File: src/inc/uart_chan_map.vh
// Register offsets, field positions, reset values and counts of one serial channel
`ifndef UART_CHAN_MAP_VH
`define UART_CHAN_MAP_VH
`define OFS_DATA      3'h0
`define OFS_IER       3'h1
`define OFS_FCR       3'h2
`define OFS_LCR       3'h3
`define OFS_MCR       3'h4
`define OFS_LSR       3'h5
`define OFS_MSR       3'h6
`define OFS_SPR       3'h7
`define LCR_FEATURE   8'hbf
`define LCR_DLAB      7
`define MCR_PRESCALE  7
`define FCR_FIFO_EN   0
`define FCR_RX_RESET  1
`define FCR_TX_RESET  2
`define FCR_BLOCK     3
`define FEATURE_CONTROL_REG_TX_SEL   3
`define IER_RX        0
`define IER_TX        1
`define RST_BYTE      8'h00
`define ISR_NONE      8'h01
`define ISR_TX        8'h02
`define ISR_RX        8'h04
`define ISR_TIMEOUT   8'h0c
`define TICKS_PER_BIT 5'h10
`define TMO_EXTRA     10'h00c
`endif

File: src/uart_channel.v
// One serial channel: register bus, baud timing, transmit path, ready and interrupt pins
`timescale 1ns/1ps
`default_nettype none
`include "uart_chan_map.vh"
module uart_channel #(
  parameter FIFO_DEPTH = 128,
  parameter FIFO_AW    = 7
) (
  input  wire       core_clk,
  input  wire       nrst,
  input  wire       osc_in,
  input  wire       cs_n,
  input  wire       ior_n,
  input  wire       iow_n,
  input  wire [2:0] addr,
  input  wire [7:0] data_in,
  output reg  [7:0] data_out,
  output reg        data_oe_n,
  input  wire [7:0] rx_data,
  input  wire [7:0] rx_level,
  input  wire       rx_char,
  output reg        rx_read,
  output reg        tx_out,
  output reg        int_out,
  output reg        rx_ready_n,
  output reg        tx_ready_n
);
  // ----------------------------------------------------------------
  // Pin synchronisers
  // ----------------------------------------------------------------
  localparam SW = 15;
  reg  [SW-1:0] meta_ff;
  reg  [SW-1:0] sync_ff;
  reg           osc_d_ff;
  reg           rd_d_ff;
  reg           wr_d_ff;
  wire          s_osc;
  wire          s_rd;
  wire          s_wr;
  wire [2:0]    s_addr;
  wire [7:0]    s_din;
  wire          rd_start;
  wire          wr_end;
  wire          osc_tick;

  always @(posedge core_clk)
  begin
    if (!nrst)
    begin
      meta_ff  <= {SW{1'b0}};
      sync_ff  <= {SW{1'b0}};
      osc_d_ff <= 1'b0;
      rd_d_ff  <= 1'b0;
      wr_d_ff  <= 1'b0;
    end
    else
    begin
      meta_ff  <= {osc_in, !cs_n & !ior_n, !cs_n & !iow_n, addr, data_in, 1'b0};
      sync_ff  <= meta_ff;
      osc_d_ff <= s_osc;
      rd_d_ff  <= s_rd;
      wr_d_ff  <= s_wr;
    end
  end

  assign s_osc    = sync_ff[14];
  assign s_rd     = sync_ff[13];
  assign s_wr     = sync_ff[12];
  assign s_addr   = sync_ff[11:9];
  assign s_din    = sync_ff[8:1];
  assign rd_start = s_rd & !rd_d_ff;
  // Write takes effect when the strobe ends, data then settled
  assign wr_end   = !s_wr & wr_d_ff;
  assign osc_tick = s_osc & !osc_d_ff;

  // ----------------------------------------------------------------
  // Control registers
  // ----------------------------------------------------------------
  reg  [7:0] ier_ff;
  reg  [7:0] fcr_ff;
  reg  [7:0] lcr_ff;
  reg  [7:0] mcr_ff;
  reg  [7:0] spr_ff;
  reg  [7:0] feature_control_reg_ff;
  reg  [7:0] div_lo_ff;
  reg  [7:0] div_hi_ff;
  reg        tx_flush_ff;
  wire       dlab;
  wire       feat;
  wire       fifo_en;
  wire       block_en;
  wire       wr_thr;

  assign dlab     = lcr_ff[`LCR_DLAB];
  assign feat     = (lcr_ff == `LCR_FEATURE);
  assign fifo_en  = fcr_ff[`FCR_FIFO_EN];
  assign block_en = fifo_en & fcr_ff[`FCR_BLOCK];
  assign wr_thr   = wr_end & (s_addr == `OFS_DATA) & !dlab;

  always @(posedge core_clk)
  begin
    if (!nrst)
    begin
      ier_ff      <= `RST_BYTE;
      fcr_ff      <= `RST_BYTE;
      lcr_ff      <= `RST_BYTE;
      mcr_ff      <= `RST_BYTE;
      spr_ff      <= `RST_BYTE;
      feature_control_reg_ff     <= `RST_BYTE;
      div_lo_ff   <= `RST_BYTE;
      div_hi_ff   <= `RST_BYTE;
      tx_flush_ff <= 1'b0;
    end
    else
    begin
      tx_flush_ff <= 1'b0;
      if (wr_end)
      begin
        case (s_addr)
          `OFS_DATA:
            if (dlab)
              div_lo_ff <= s_din;
          `OFS_IER:
            if (feat)
              feature_control_reg_ff <= s_din;
            else if (dlab)
              div_hi_ff <= s_din;
            else
              ier_ff <= s_din;
          `OFS_FCR:
          begin
            fcr_ff      <= {s_din[7:3], 2'b00, s_din[0]};
            tx_flush_ff <= s_din[`FCR_TX_RESET] | (s_din[0] != fcr_ff[0]);
          end
          `OFS_LCR: lcr_ff <= s_din;
          `OFS_MCR: mcr_ff <= s_din;
          `OFS_SPR: spr_ff <= s_din;
          default: ;
        endcase
      end
    end
  end

  // ----------------------------------------------------------------
  // Baud timing and transmit FIFO
  // ----------------------------------------------------------------
  wire             tick16;
  wire             fifo_in_ready;
  wire             fifo_out_valid;
  wire [7:0]       fifo_out_data;
  wire [FIFO_AW:0] fifo_count;
  wire             load_shift;
  wire             fifo_full;
  wire             fifo_empty;

  baud_gen u_baud (
    .core_clk  (core_clk),
    .nrst      (nrst),
    .osc_tick  (osc_tick),
    .prescale4 (mcr_ff[`MCR_PRESCALE]),
    .divisor   ({div_hi_ff, div_lo_ff}),
    .tick16    (tick16)
  );

  // Writes to the holding register beyond a full FIFO are dropped
  tx_fifo #(
    .WIDTH (8),
    .DEPTH (FIFO_DEPTH),
    .AW    (FIFO_AW)
  ) u_fifo (
    .core_clk  (core_clk),
    .nrst      (nrst),
    .flush     (tx_flush_ff),
    .in_valid  (wr_thr & !fifo_full),
    .in_ready  (fifo_in_ready),
    .in_data   (s_din),
    .out_valid (fifo_out_valid),
    .out_ready (load_shift),
    .out_data  (fifo_out_data),
    .count     (fifo_count)
  );

  assign fifo_empty = !fifo_out_valid;
  // Without FIFO only one byte may wait in the holding register
  assign fifo_full  = fifo_en ? !fifo_in_ready : fifo_out_valid;

  // ----------------------------------------------------------------
  // Transmit shifter
  // ----------------------------------------------------------------
  localparam ST_IDLE  = 3'd0;
  localparam ST_START = 3'd1;
  localparam ST_DATA  = 3'd2;
  localparam ST_PAR   = 3'd3;
  localparam ST_STOP  = 3'd4;

  reg  [2:0] state_ff;
  reg  [2:0] nxt_state;
  reg  [7:0] shift_ff;
  reg  [3:0] sub_ff;
  reg  [2:0] bit_ff;
  reg        stop_ff;
  reg        par_ff;
  wire       bit_end;
  wire [2:0] last_bit;
  wire       data_bit;
  wire       par_bit;

  assign load_shift = (state_ff == ST_IDLE) & fifo_out_valid & tick16;
  assign bit_end    = tick16 & (sub_ff == 4'hf);
  assign last_bit   = {1'b1, lcr_ff[1:0]};
  // Line follows the shift and parity updates made on this edge
  assign data_bit   = (bit_end && state_ff == ST_DATA) ? shift_ff[1] : shift_ff[0];
  assign par_bit    = (bit_end && state_ff == ST_DATA) ? par_ff ^ shift_ff[0] : par_ff;

  always @*
  begin
    nxt_state = state_ff;
    case (state_ff)
      ST_IDLE:  if (load_shift) nxt_state = ST_START;
      ST_START: if (bit_end) nxt_state = ST_DATA;
      ST_DATA:
        if (bit_end && bit_ff == last_bit)
          nxt_state = lcr_ff[3] ? ST_PAR : ST_STOP;
      ST_PAR:   if (bit_end) nxt_state = ST_STOP;
      ST_STOP:
        if (bit_end && (stop_ff || !lcr_ff[2]))
          nxt_state = ST_IDLE;
      default:  nxt_state = ST_IDLE;
    endcase
  end

  always @(posedge core_clk)
  begin
    if (!nrst)
    begin
      state_ff <= ST_IDLE;
      shift_ff <= 8'h00;
      sub_ff   <= 4'h0;
      bit_ff   <= 3'd0;
      stop_ff  <= 1'b0;
      par_ff   <= 1'b0;
      tx_out   <= 1'b1;
    end
    else
    begin
      state_ff <= nxt_state;
      if (load_shift)
      begin
        shift_ff <= fifo_out_data;
        sub_ff   <= 4'h0;
        bit_ff   <= 3'd0;
        stop_ff  <= 1'b0;
        par_ff   <= !lcr_ff[4];
      end
      else if (tick16 && state_ff != ST_IDLE)
        sub_ff <= sub_ff + 4'h1;
      if (bit_end && state_ff == ST_DATA)
      begin
        par_ff   <= par_ff ^ shift_ff[0];
        shift_ff <= {1'b0, shift_ff[7:1]};
        bit_ff   <= bit_ff + 3'd1;
      end
      if (bit_end && state_ff == ST_STOP)
        stop_ff <= 1'b1;
      case (nxt_state)
        ST_START: tx_out <= 1'b0;
        ST_DATA:  tx_out <= data_bit;
        ST_PAR:   tx_out <= lcr_ff[5] ? !lcr_ff[4] : par_bit;
        default:  tx_out <= 1'b1;
      endcase
    end
  end

  // ----------------------------------------------------------------
  // Trigger levels and receive timeout
  // ----------------------------------------------------------------
  reg  [9:0] tmo_ff;
  reg  [3:0] tmo_sub_ff;
  reg        tmo_flag_ff;
  wire [7:0] rx_trig;
  wire [7:0] tx_trig;
  wire [9:0] tmo_limit;
  wire       tx_empty_all;

  function [7:0] trig_sel;
    input [1:0] code;
    input       is_rx;
    begin
      case (code)
        2'd0:    trig_sel = 8'h08;
        2'd1:    trig_sel = 8'h10;
        2'd2:    trig_sel = is_rx ? 8'h38 : 8'h20;
        default: trig_sel = is_rx ? 8'h3c : 8'h38;
      endcase
    end
  endfunction

  assign rx_trig      = trig_sel(fcr_ff[7:6], 1'b1);
  assign tx_trig      = trig_sel(fcr_ff[5:4], 1'b0);
  // Four character lengths plus twelve bits, in whole bit times
  assign tmo_limit    = {6'h00, lcr_ff[1:0], 2'h0} + 10'h014 + `TMO_EXTRA;
  assign tx_empty_all = fifo_empty & (state_ff == ST_IDLE);

  always @(posedge core_clk)
  begin
    if (!nrst)
    begin
      tmo_ff      <= 10'h000;
      tmo_sub_ff  <= 4'h0;
      tmo_flag_ff <= 1'b0;
    end
    else if (rx_char || rd_start || rx_level == 8'h00)
    begin
      tmo_ff      <= 10'h000;
      tmo_sub_ff  <= 4'h0;
      tmo_flag_ff <= 1'b0;
    end
    else if (tick16 && !tmo_flag_ff)
    begin
      // Own bit-time count; the shifter's only runs while sending
      tmo_sub_ff <= tmo_sub_ff + 4'h1;
      if (tmo_sub_ff == 4'hf)
      begin
        if (tmo_ff == tmo_limit - 10'h001)
          tmo_flag_ff <= 1'b1;
        tmo_ff <= tmo_ff + 10'h001;
      end
    end
  end

  // ----------------------------------------------------------------
  // Interrupt and ready pins
  // ----------------------------------------------------------------
  reg tx_int;
  reg rx_int;

  always @*
  begin
    if (!fifo_en)
      tx_int = feature_control_reg_ff[`FEATURE_CONTROL_REG_TX_SEL] ? tx_empty_all : fifo_empty;
    else if (feature_control_reg_ff[`FEATURE_CONTROL_REG_TX_SEL])
      tx_int = ({1'b0, fifo_count} < {1'b0, tx_trig}) | tx_empty_all;
    else
      tx_int = ({1'b0, fifo_count} <= {1'b0, tx_trig}) | fifo_empty;
    if (!fifo_en)
      rx_int = (rx_level != 8'h00);
    else
      rx_int = (rx_level >= rx_trig) | tmo_flag_ff;
  end

  always @(posedge core_clk)
  begin
    if (!nrst)
    begin
      int_out    <= 1'b0;
      rx_ready_n <= 1'b1;
      tx_ready_n <= 1'b0;
    end
    else
    begin
      int_out <= (tx_int & ier_ff[`IER_TX]) | (rx_int & ier_ff[`IER_RX]);
      if (!block_en)
      begin
        rx_ready_n <= (rx_level == 8'h00);
        tx_ready_n <= !fifo_empty;
      end
      else
      begin
        if (rx_level == 8'h00)
          rx_ready_n <= 1'b1;
        else if (rx_level >= rx_trig || tmo_flag_ff)
          rx_ready_n <= 1'b0;
        tx_ready_n <= fifo_full;
      end
    end
  end

  // ----------------------------------------------------------------
  // Register read port
  // ----------------------------------------------------------------
  reg [7:0] rd_val;

  always @*
  begin
    case (s_addr)
      `OFS_DATA: rd_val = dlab ? div_lo_ff : rx_data;
      `OFS_IER:
        if (feat)
          rd_val = feature_control_reg_ff;
        else
          rd_val = dlab ? div_hi_ff : ier_ff;
      `OFS_FCR:
        if (rx_int && ier_ff[`IER_RX])
          rd_val = tmo_flag_ff ? `ISR_TIMEOUT : `ISR_RX;
        else if (tx_int && ier_ff[`IER_TX])
          rd_val = `ISR_TX;
        else
          rd_val = `ISR_NONE;
      `OFS_LCR: rd_val = lcr_ff;
      `OFS_MCR: rd_val = mcr_ff;
      `OFS_LSR: rd_val = {1'b0, tx_empty_all, fifo_empty, 4'h0, rx_level != 8'h00};
      `OFS_SPR: rd_val = spr_ff;
      default:  rd_val = 8'h00;
    endcase
  end

  always @(posedge core_clk)
  begin
    if (!nrst)
    begin
      data_out  <= 8'h00;
      data_oe_n <= 1'b1;
      rx_read   <= 1'b0;
    end
    else
    begin
      data_oe_n <= !s_rd;
      rx_read   <= rd_start & (s_addr == `OFS_DATA) & !dlab;
      if (rd_start)
        data_out <= rd_val;
    end
  end
endmodule // uart_channel
`default_nettype wire

File: src/tx_fifo.v
// Transmit byte FIFO with valid/ready on both sides and a fill count
`timescale 1ns/1ps
`default_nettype none
module tx_fifo #(
  parameter WIDTH = 8,
  parameter DEPTH = 128,
  parameter AW    = 7
) (
  input  wire             core_clk,
  input  wire             nrst,
  input  wire             flush,
  input  wire             in_valid,
  output wire             in_ready,
  input  wire [WIDTH-1:0] in_data,
  output wire             out_valid,
  input  wire             out_ready,
  output wire [WIDTH-1:0] out_data,
  output wire [AW:0]      count
);
  reg [WIDTH-1:0] mem [0:DEPTH-1];
  reg [AW-1:0]    wr_ptr_ff;
  reg [AW-1:0]    rd_ptr_ff;
  reg [AW:0]      count_ff;
  wire            push;
  wire            pop;

  assign in_ready  = (count_ff != DEPTH[AW:0]);
  assign out_valid = (count_ff != {(AW+1){1'b0}});
  assign out_data  = mem[rd_ptr_ff];
  assign count     = count_ff;
  assign push      = in_valid & in_ready;
  assign pop       = out_valid & out_ready;

  always @(posedge core_clk)
  begin
    if (push)
      mem[wr_ptr_ff] <= in_data;
  end

  always @(posedge core_clk)
  begin
    if (!nrst || flush)
    begin
      wr_ptr_ff <= {AW{1'b0}};
      rd_ptr_ff <= {AW{1'b0}};
      count_ff  <= {(AW+1){1'b0}};
    end
    else
    begin
      if (push)
        wr_ptr_ff <= wr_ptr_ff + 1'b1;
      if (pop)
        rd_ptr_ff <= rd_ptr_ff + 1'b1;
      if (push && !pop)
        count_ff <= count_ff + 1'b1;
      else if (pop && !push)
        count_ff <= count_ff - 1'b1;
    end
  end
endmodule // tx_fifo
`default_nettype wire

File: src/baud_gen.v
// Prescaler and 16-bit divisor producing the 16x sampling enable
`timescale 1ns/1ps
`default_nettype none
module baud_gen (
  input  wire        core_clk,
  input  wire        nrst,
  input  wire        osc_tick,
  input  wire        prescale4,
  input  wire [15:0] divisor,
  output reg         tick16
);
  reg  [1:0]  pre_ff;
  reg  [15:0] div_ff;
  wire        pre_tick;

  // Divide by one or four ahead of the divisor
  assign pre_tick = osc_tick & (!prescale4 | (pre_ff == 2'h3));

  always @(posedge core_clk)
  begin
    if (!nrst)
    begin
      pre_ff <= 2'h0;
      div_ff <= 16'h0000;
      tick16 <= 1'b0;
    end
    else
    begin
      tick16 <= 1'b0;
      if (osc_tick)
        pre_ff <= prescale4 ? pre_ff + 2'h1 : 2'h0;
      // Divisor zero leaves the generator stopped
      if (pre_tick && divisor != 16'h0000)
      begin
        if (div_ff >= divisor - 16'h0001)
        begin
          div_ff <= 16'h0000;
          tick16 <= 1'b1;
        end
        else
          div_ff <= div_ff + 16'h0001;
      end
    end
  end
endmodule // baud_gen
`default_nettype wire

File: config.mk
export PLATFORM = sky130hd
export DESIGN_NAME = uart_channel
export DESIGN_NICKNAME = d
export VERILOG_FILES = /design/src/uart_channel.v /design/src/tx_fifo.v /design/src/baud_gen.v
export VERILOG_INCLUDE_DIRS = /design/src /design/src/inc
export SDC_FILE = /design/constraint.sdc
export NUM_CORES = 1
export LEC_CHECK = 0
export ABC_AREA = 0
export BUFFER_PORTS_ARGS = -buffer_cell sky130_fd_sc_hd__clkbuf_2
export CAP_MARGIN = 5
export CORE_UTILIZATION = 61
export CTS_BUF_LIST = sky130_fd_sc_hd__clkbuf_4
export DETAILED_ROUTE_END_ITERATION = 12
export PLACE_DENSITY = 0.77
export SLEW_MARGIN = 10
export SYNTH_ARGS = -nofsm -noshare
export SYNTH_HDL_FRONTEND = slang
export SYNTH_SLANG_ARGS = --single-unit
File: constraint.sdc
create_clock -name core_clk -period 4.8 [get_ports core_clk]
set_input_delay 0.96 -clock core_clk [delete_from_list [all_inputs] [get_ports core_clk]]
set_output_delay 0.96 -clock core_clk [all_outputs]
set_load 0.01 [all_outputs]
==> results.ini <==
[clock_network]
htree_levels = 5
cts.path.max_buffers = 4
clock-root-buffer = clkbuf_4
numCtsBuffers = 312
clkTransAtPathRegs_ns = 0.07
cts_setup_buffers = 0
clock_latency_ns = 1.15
tritoncts = done
cts_sinks = 1215

[timing]
layout_min_cycle_time_ns = 4.19
setup_viol = 0
setup_ws_ns = 0.612
clock_skew_ns = 0.126
maxSlewViolCount = 0
slew_headroom = 0.216
fmaxAchievable_mhz = 239
timing.final.crit_share = 0.873
setup_tns_ns = 0
grt_setup_unrepaired = false
worst_pin_slew_ns = 1.17
hold_violations = 0

[route]
vias = 27747
drt_iter0_drc = 3052
via_per_inst = 6.40
ant_nets = 0
first_pass_iters = 6
postRouteWirelength_um = 111000
drc_errors = 0
wl_per_cell_um = 25.7

[floorplan]
die_area_mm2 = 0.0803
fp.dieW_um = 283
fp.dieH_um = 283
std_cell_rows = 102
start_util = 0.620
coreArea_mm2 = 0.0778
io_pins = 48

[grt]
grt_max_degree = 87
grt_pass1_wl_um = 169000
grtUsageTotal = 0.281
antenna_found_initial = 3
use_met1 = 0.373
globalRoute.busiestLayer = met2
gr-usage-met2 = 0.447
grt_pass1_vias = 28316
met3_usage = 0.0667
grt.overflow.total = 0

[logic_synthesis]
ys.warnings.count = 0
synth_top_area_frac = 0.637
synth_ff_type = edfxtp_1
synth_edf_count = 1024
synth_top_cell_by_area = edfxtp_1
synthTopCellsByArea = edfxtp_1 (64%), mux4_2 (12%), dfxtp_1 (7.9%)
synth.cell_area_mm2 = 0.0483
ys_types = 66
avgSynthCellArea_um2 = 17.2
syn_inst = 2804
ys_seq_area_frac = 0.716
ys_async_sr_fraction = 0
synth-seq-cells = 1215
syn_nets = 2883

[worst_setup_path]
critPathLaunchType = register
crit_slowest_cell = or4_4
endpoint_kind = register
worstPathArrival_ns = 5.18
crit_chain = or3_1, or4_4, a2111oi_2, ha_1, inv_1, ha_1, a21o_1, a211o_1, a2111oi_0, o21ai_0, a21o_1, a21oi_1
crit_type = reg2reg
critPathTopFamily = compound AO/OA/AOI/OAI gates
crit_fanout = 8
worstPathRequired_ns = 5.79
max_stage_delay_ns = 0.56
critical_path_buf_inv_count = 1

[layout]
layout.nets = 3166
mostFrequentLayoutCells = edfxtp_1 (1024), clkbuf_4 (446), nor2_1 (268)
finalInstanceArea_mm2 = 0.0537
final_core_util = 0.690
mostFrequentLayoutCell = edfxtp_1
drive_above_1_share = 0.267
area_delta_synth_final_pct = 11.3
fill_cells = 4937

[placed_design]
dpl_cell_area_mm2 = 0.0499
dp_slack_ns = 0.435
gp_congestion = 0.885
port_buffers = 47
dp_hpwl_um = 67500

[power_and_ir_drop]
leakagePower_nw = 17.7
power.density_mw_per_mm2 = 375
ir_drop_v = 0.000276

[status]
status = finished clean

[min_path]
hp-class = in2reg

[flow_run]
max_cap_viol_count = 0

cells by family (layout without fill, tap and decap cells):
family                   Yosys count  in the layout  share of synthesized area
other                              0              5                          0
AO/OA/AOI/OAI                    334            334                     0.0477
AND/OR/NAND/NOR                  617            617                     0.0602
buffers and inverters            189            674                     0.0158
adder cells (fa/ha/maj)           45             45                     0.0118
XOR/XNOR                          62             62                     0.0112
flip-flops                      1215           1215                      0.716
multiplexers                     342            342                      0.137
area by class of cell:
cell class	count	area (um^2)	area share
Tap cell	1040	1300	0.0242
Clock buffer	446	3350	0.0623
Multi-Input combinational cell	1400	13000	0.241
Timing Repair Buffer	133	996	0.0185
Antenna cell	5	12.5	0.000233
Inverter	25	93.8	0.00175
Clock inverter	70	405	0.00754
Sequential cell	1215	34600	0.644
cells in the mapped netlist, drive strengths merged (4+ instances only):
cell type,instances
dfxtp,191
o2111ai,4
nand4,33
a211o,6
o21ai,39
nand2b,10
o22ai,29
a21oi,73
a211oi,24
mux2i,84
nor2,270
clkbuf,109
or2,5
a31oi,4
ha,44
a22oi,53
a221oi,28
nor2b,17
nor3b,4
mux4,255
xor2,29
nor4,8
nand3,51
a2111oi,4
inv,25
a311oi,4
a22o,26
o211ai,11
and3,20
a21o,10
nand4b,6
xnor2,33
or3,12
nor3,25
and2,39
edfxtp,1024
buf,55
nand2,102
routing by layer:
layer / routed length [um] / up-vias
met4: 3730 / 0
met2: 54800 / 1643
met5: 0 / -
met1: 42000 / 13939
met3: 10700 / 259
li1: - / 11906
stage by stage:
| step | hold slack, ns | std cells | power [W] |
|---|---|---|---|
| finish | 0.134 | 4334 | 0.0202 |
| global placement | 0.390 | 3802 | 0.0119 |
| detailed placement | 0.410 | 3802 | 0.0119 |
| floorplan | 0.378 | 2804 | 0.0118 |
| CTS | 0.0293 | 4329 | 0.0203 |
| global route | 0.0545 | 4334 | 0.0208 |
tightest hold or removal path, stage by stage:
cell and delay [ns]:
clkbuf_2 0.07, nand2b_1 0.11, nor2_1 0.04
flip-flops by register name (all words and copies together), names as in the netlist, 10 cells and up, named ones only:
register	count
u_baud.div_ff	16
meta_ff	14
u_fifo.mem	1024
tmo_ff	10
sync_ff	14
final timing paths:
| check | cells after the start | slack (ns) | from | endpoint |
|---|---|---|---|---|
| max | 12 | 0.61 | u_fifo.count[0]$_SDFFE_PP0P_ | u_fifo.count[7]$_SDFFE_PP0P_ |
| min | 3 | 0.13 | cs_n | meta_ff[13]$_SDFF_PN0_ |
| max reg2reg | 12 | 0.61 | u_fifo.count[0]$_SDFFE_PP0P_ | u_fifo.count[7]$_SDFFE_PP0P_ |
| min reg2reg | 1 | 0.42 | sync_ff[13]$_SDFF_PN0_ | data_oe_n$_SDFF_PN1_ |
power breakdown:
| part | leakage, nW | internal, W | switching, W | total, W |
|---|---|---|---|---|
| combinational | 4.43 | 0.0000575 | 0.000141 | 0.000198 |
| sequential | 11.0 | 0.0114 | 0.0000694 | 0.0115 |
| clock | 2.26 | 0.00451 | 0.00398 | 0.00850 |
| total | 17.7 | 0.0160 | 0.00419 | 0.0202 |
repair_timing:
action | 4_1_cts | 5_1_grt
endpoints found under the hold margin | 11 | 0
resized for setup | 0 | 2
hold buffers | 11 | 0
endpoints found under the setup margin | 0 | 1
Power figures use the tool's default switching activity.
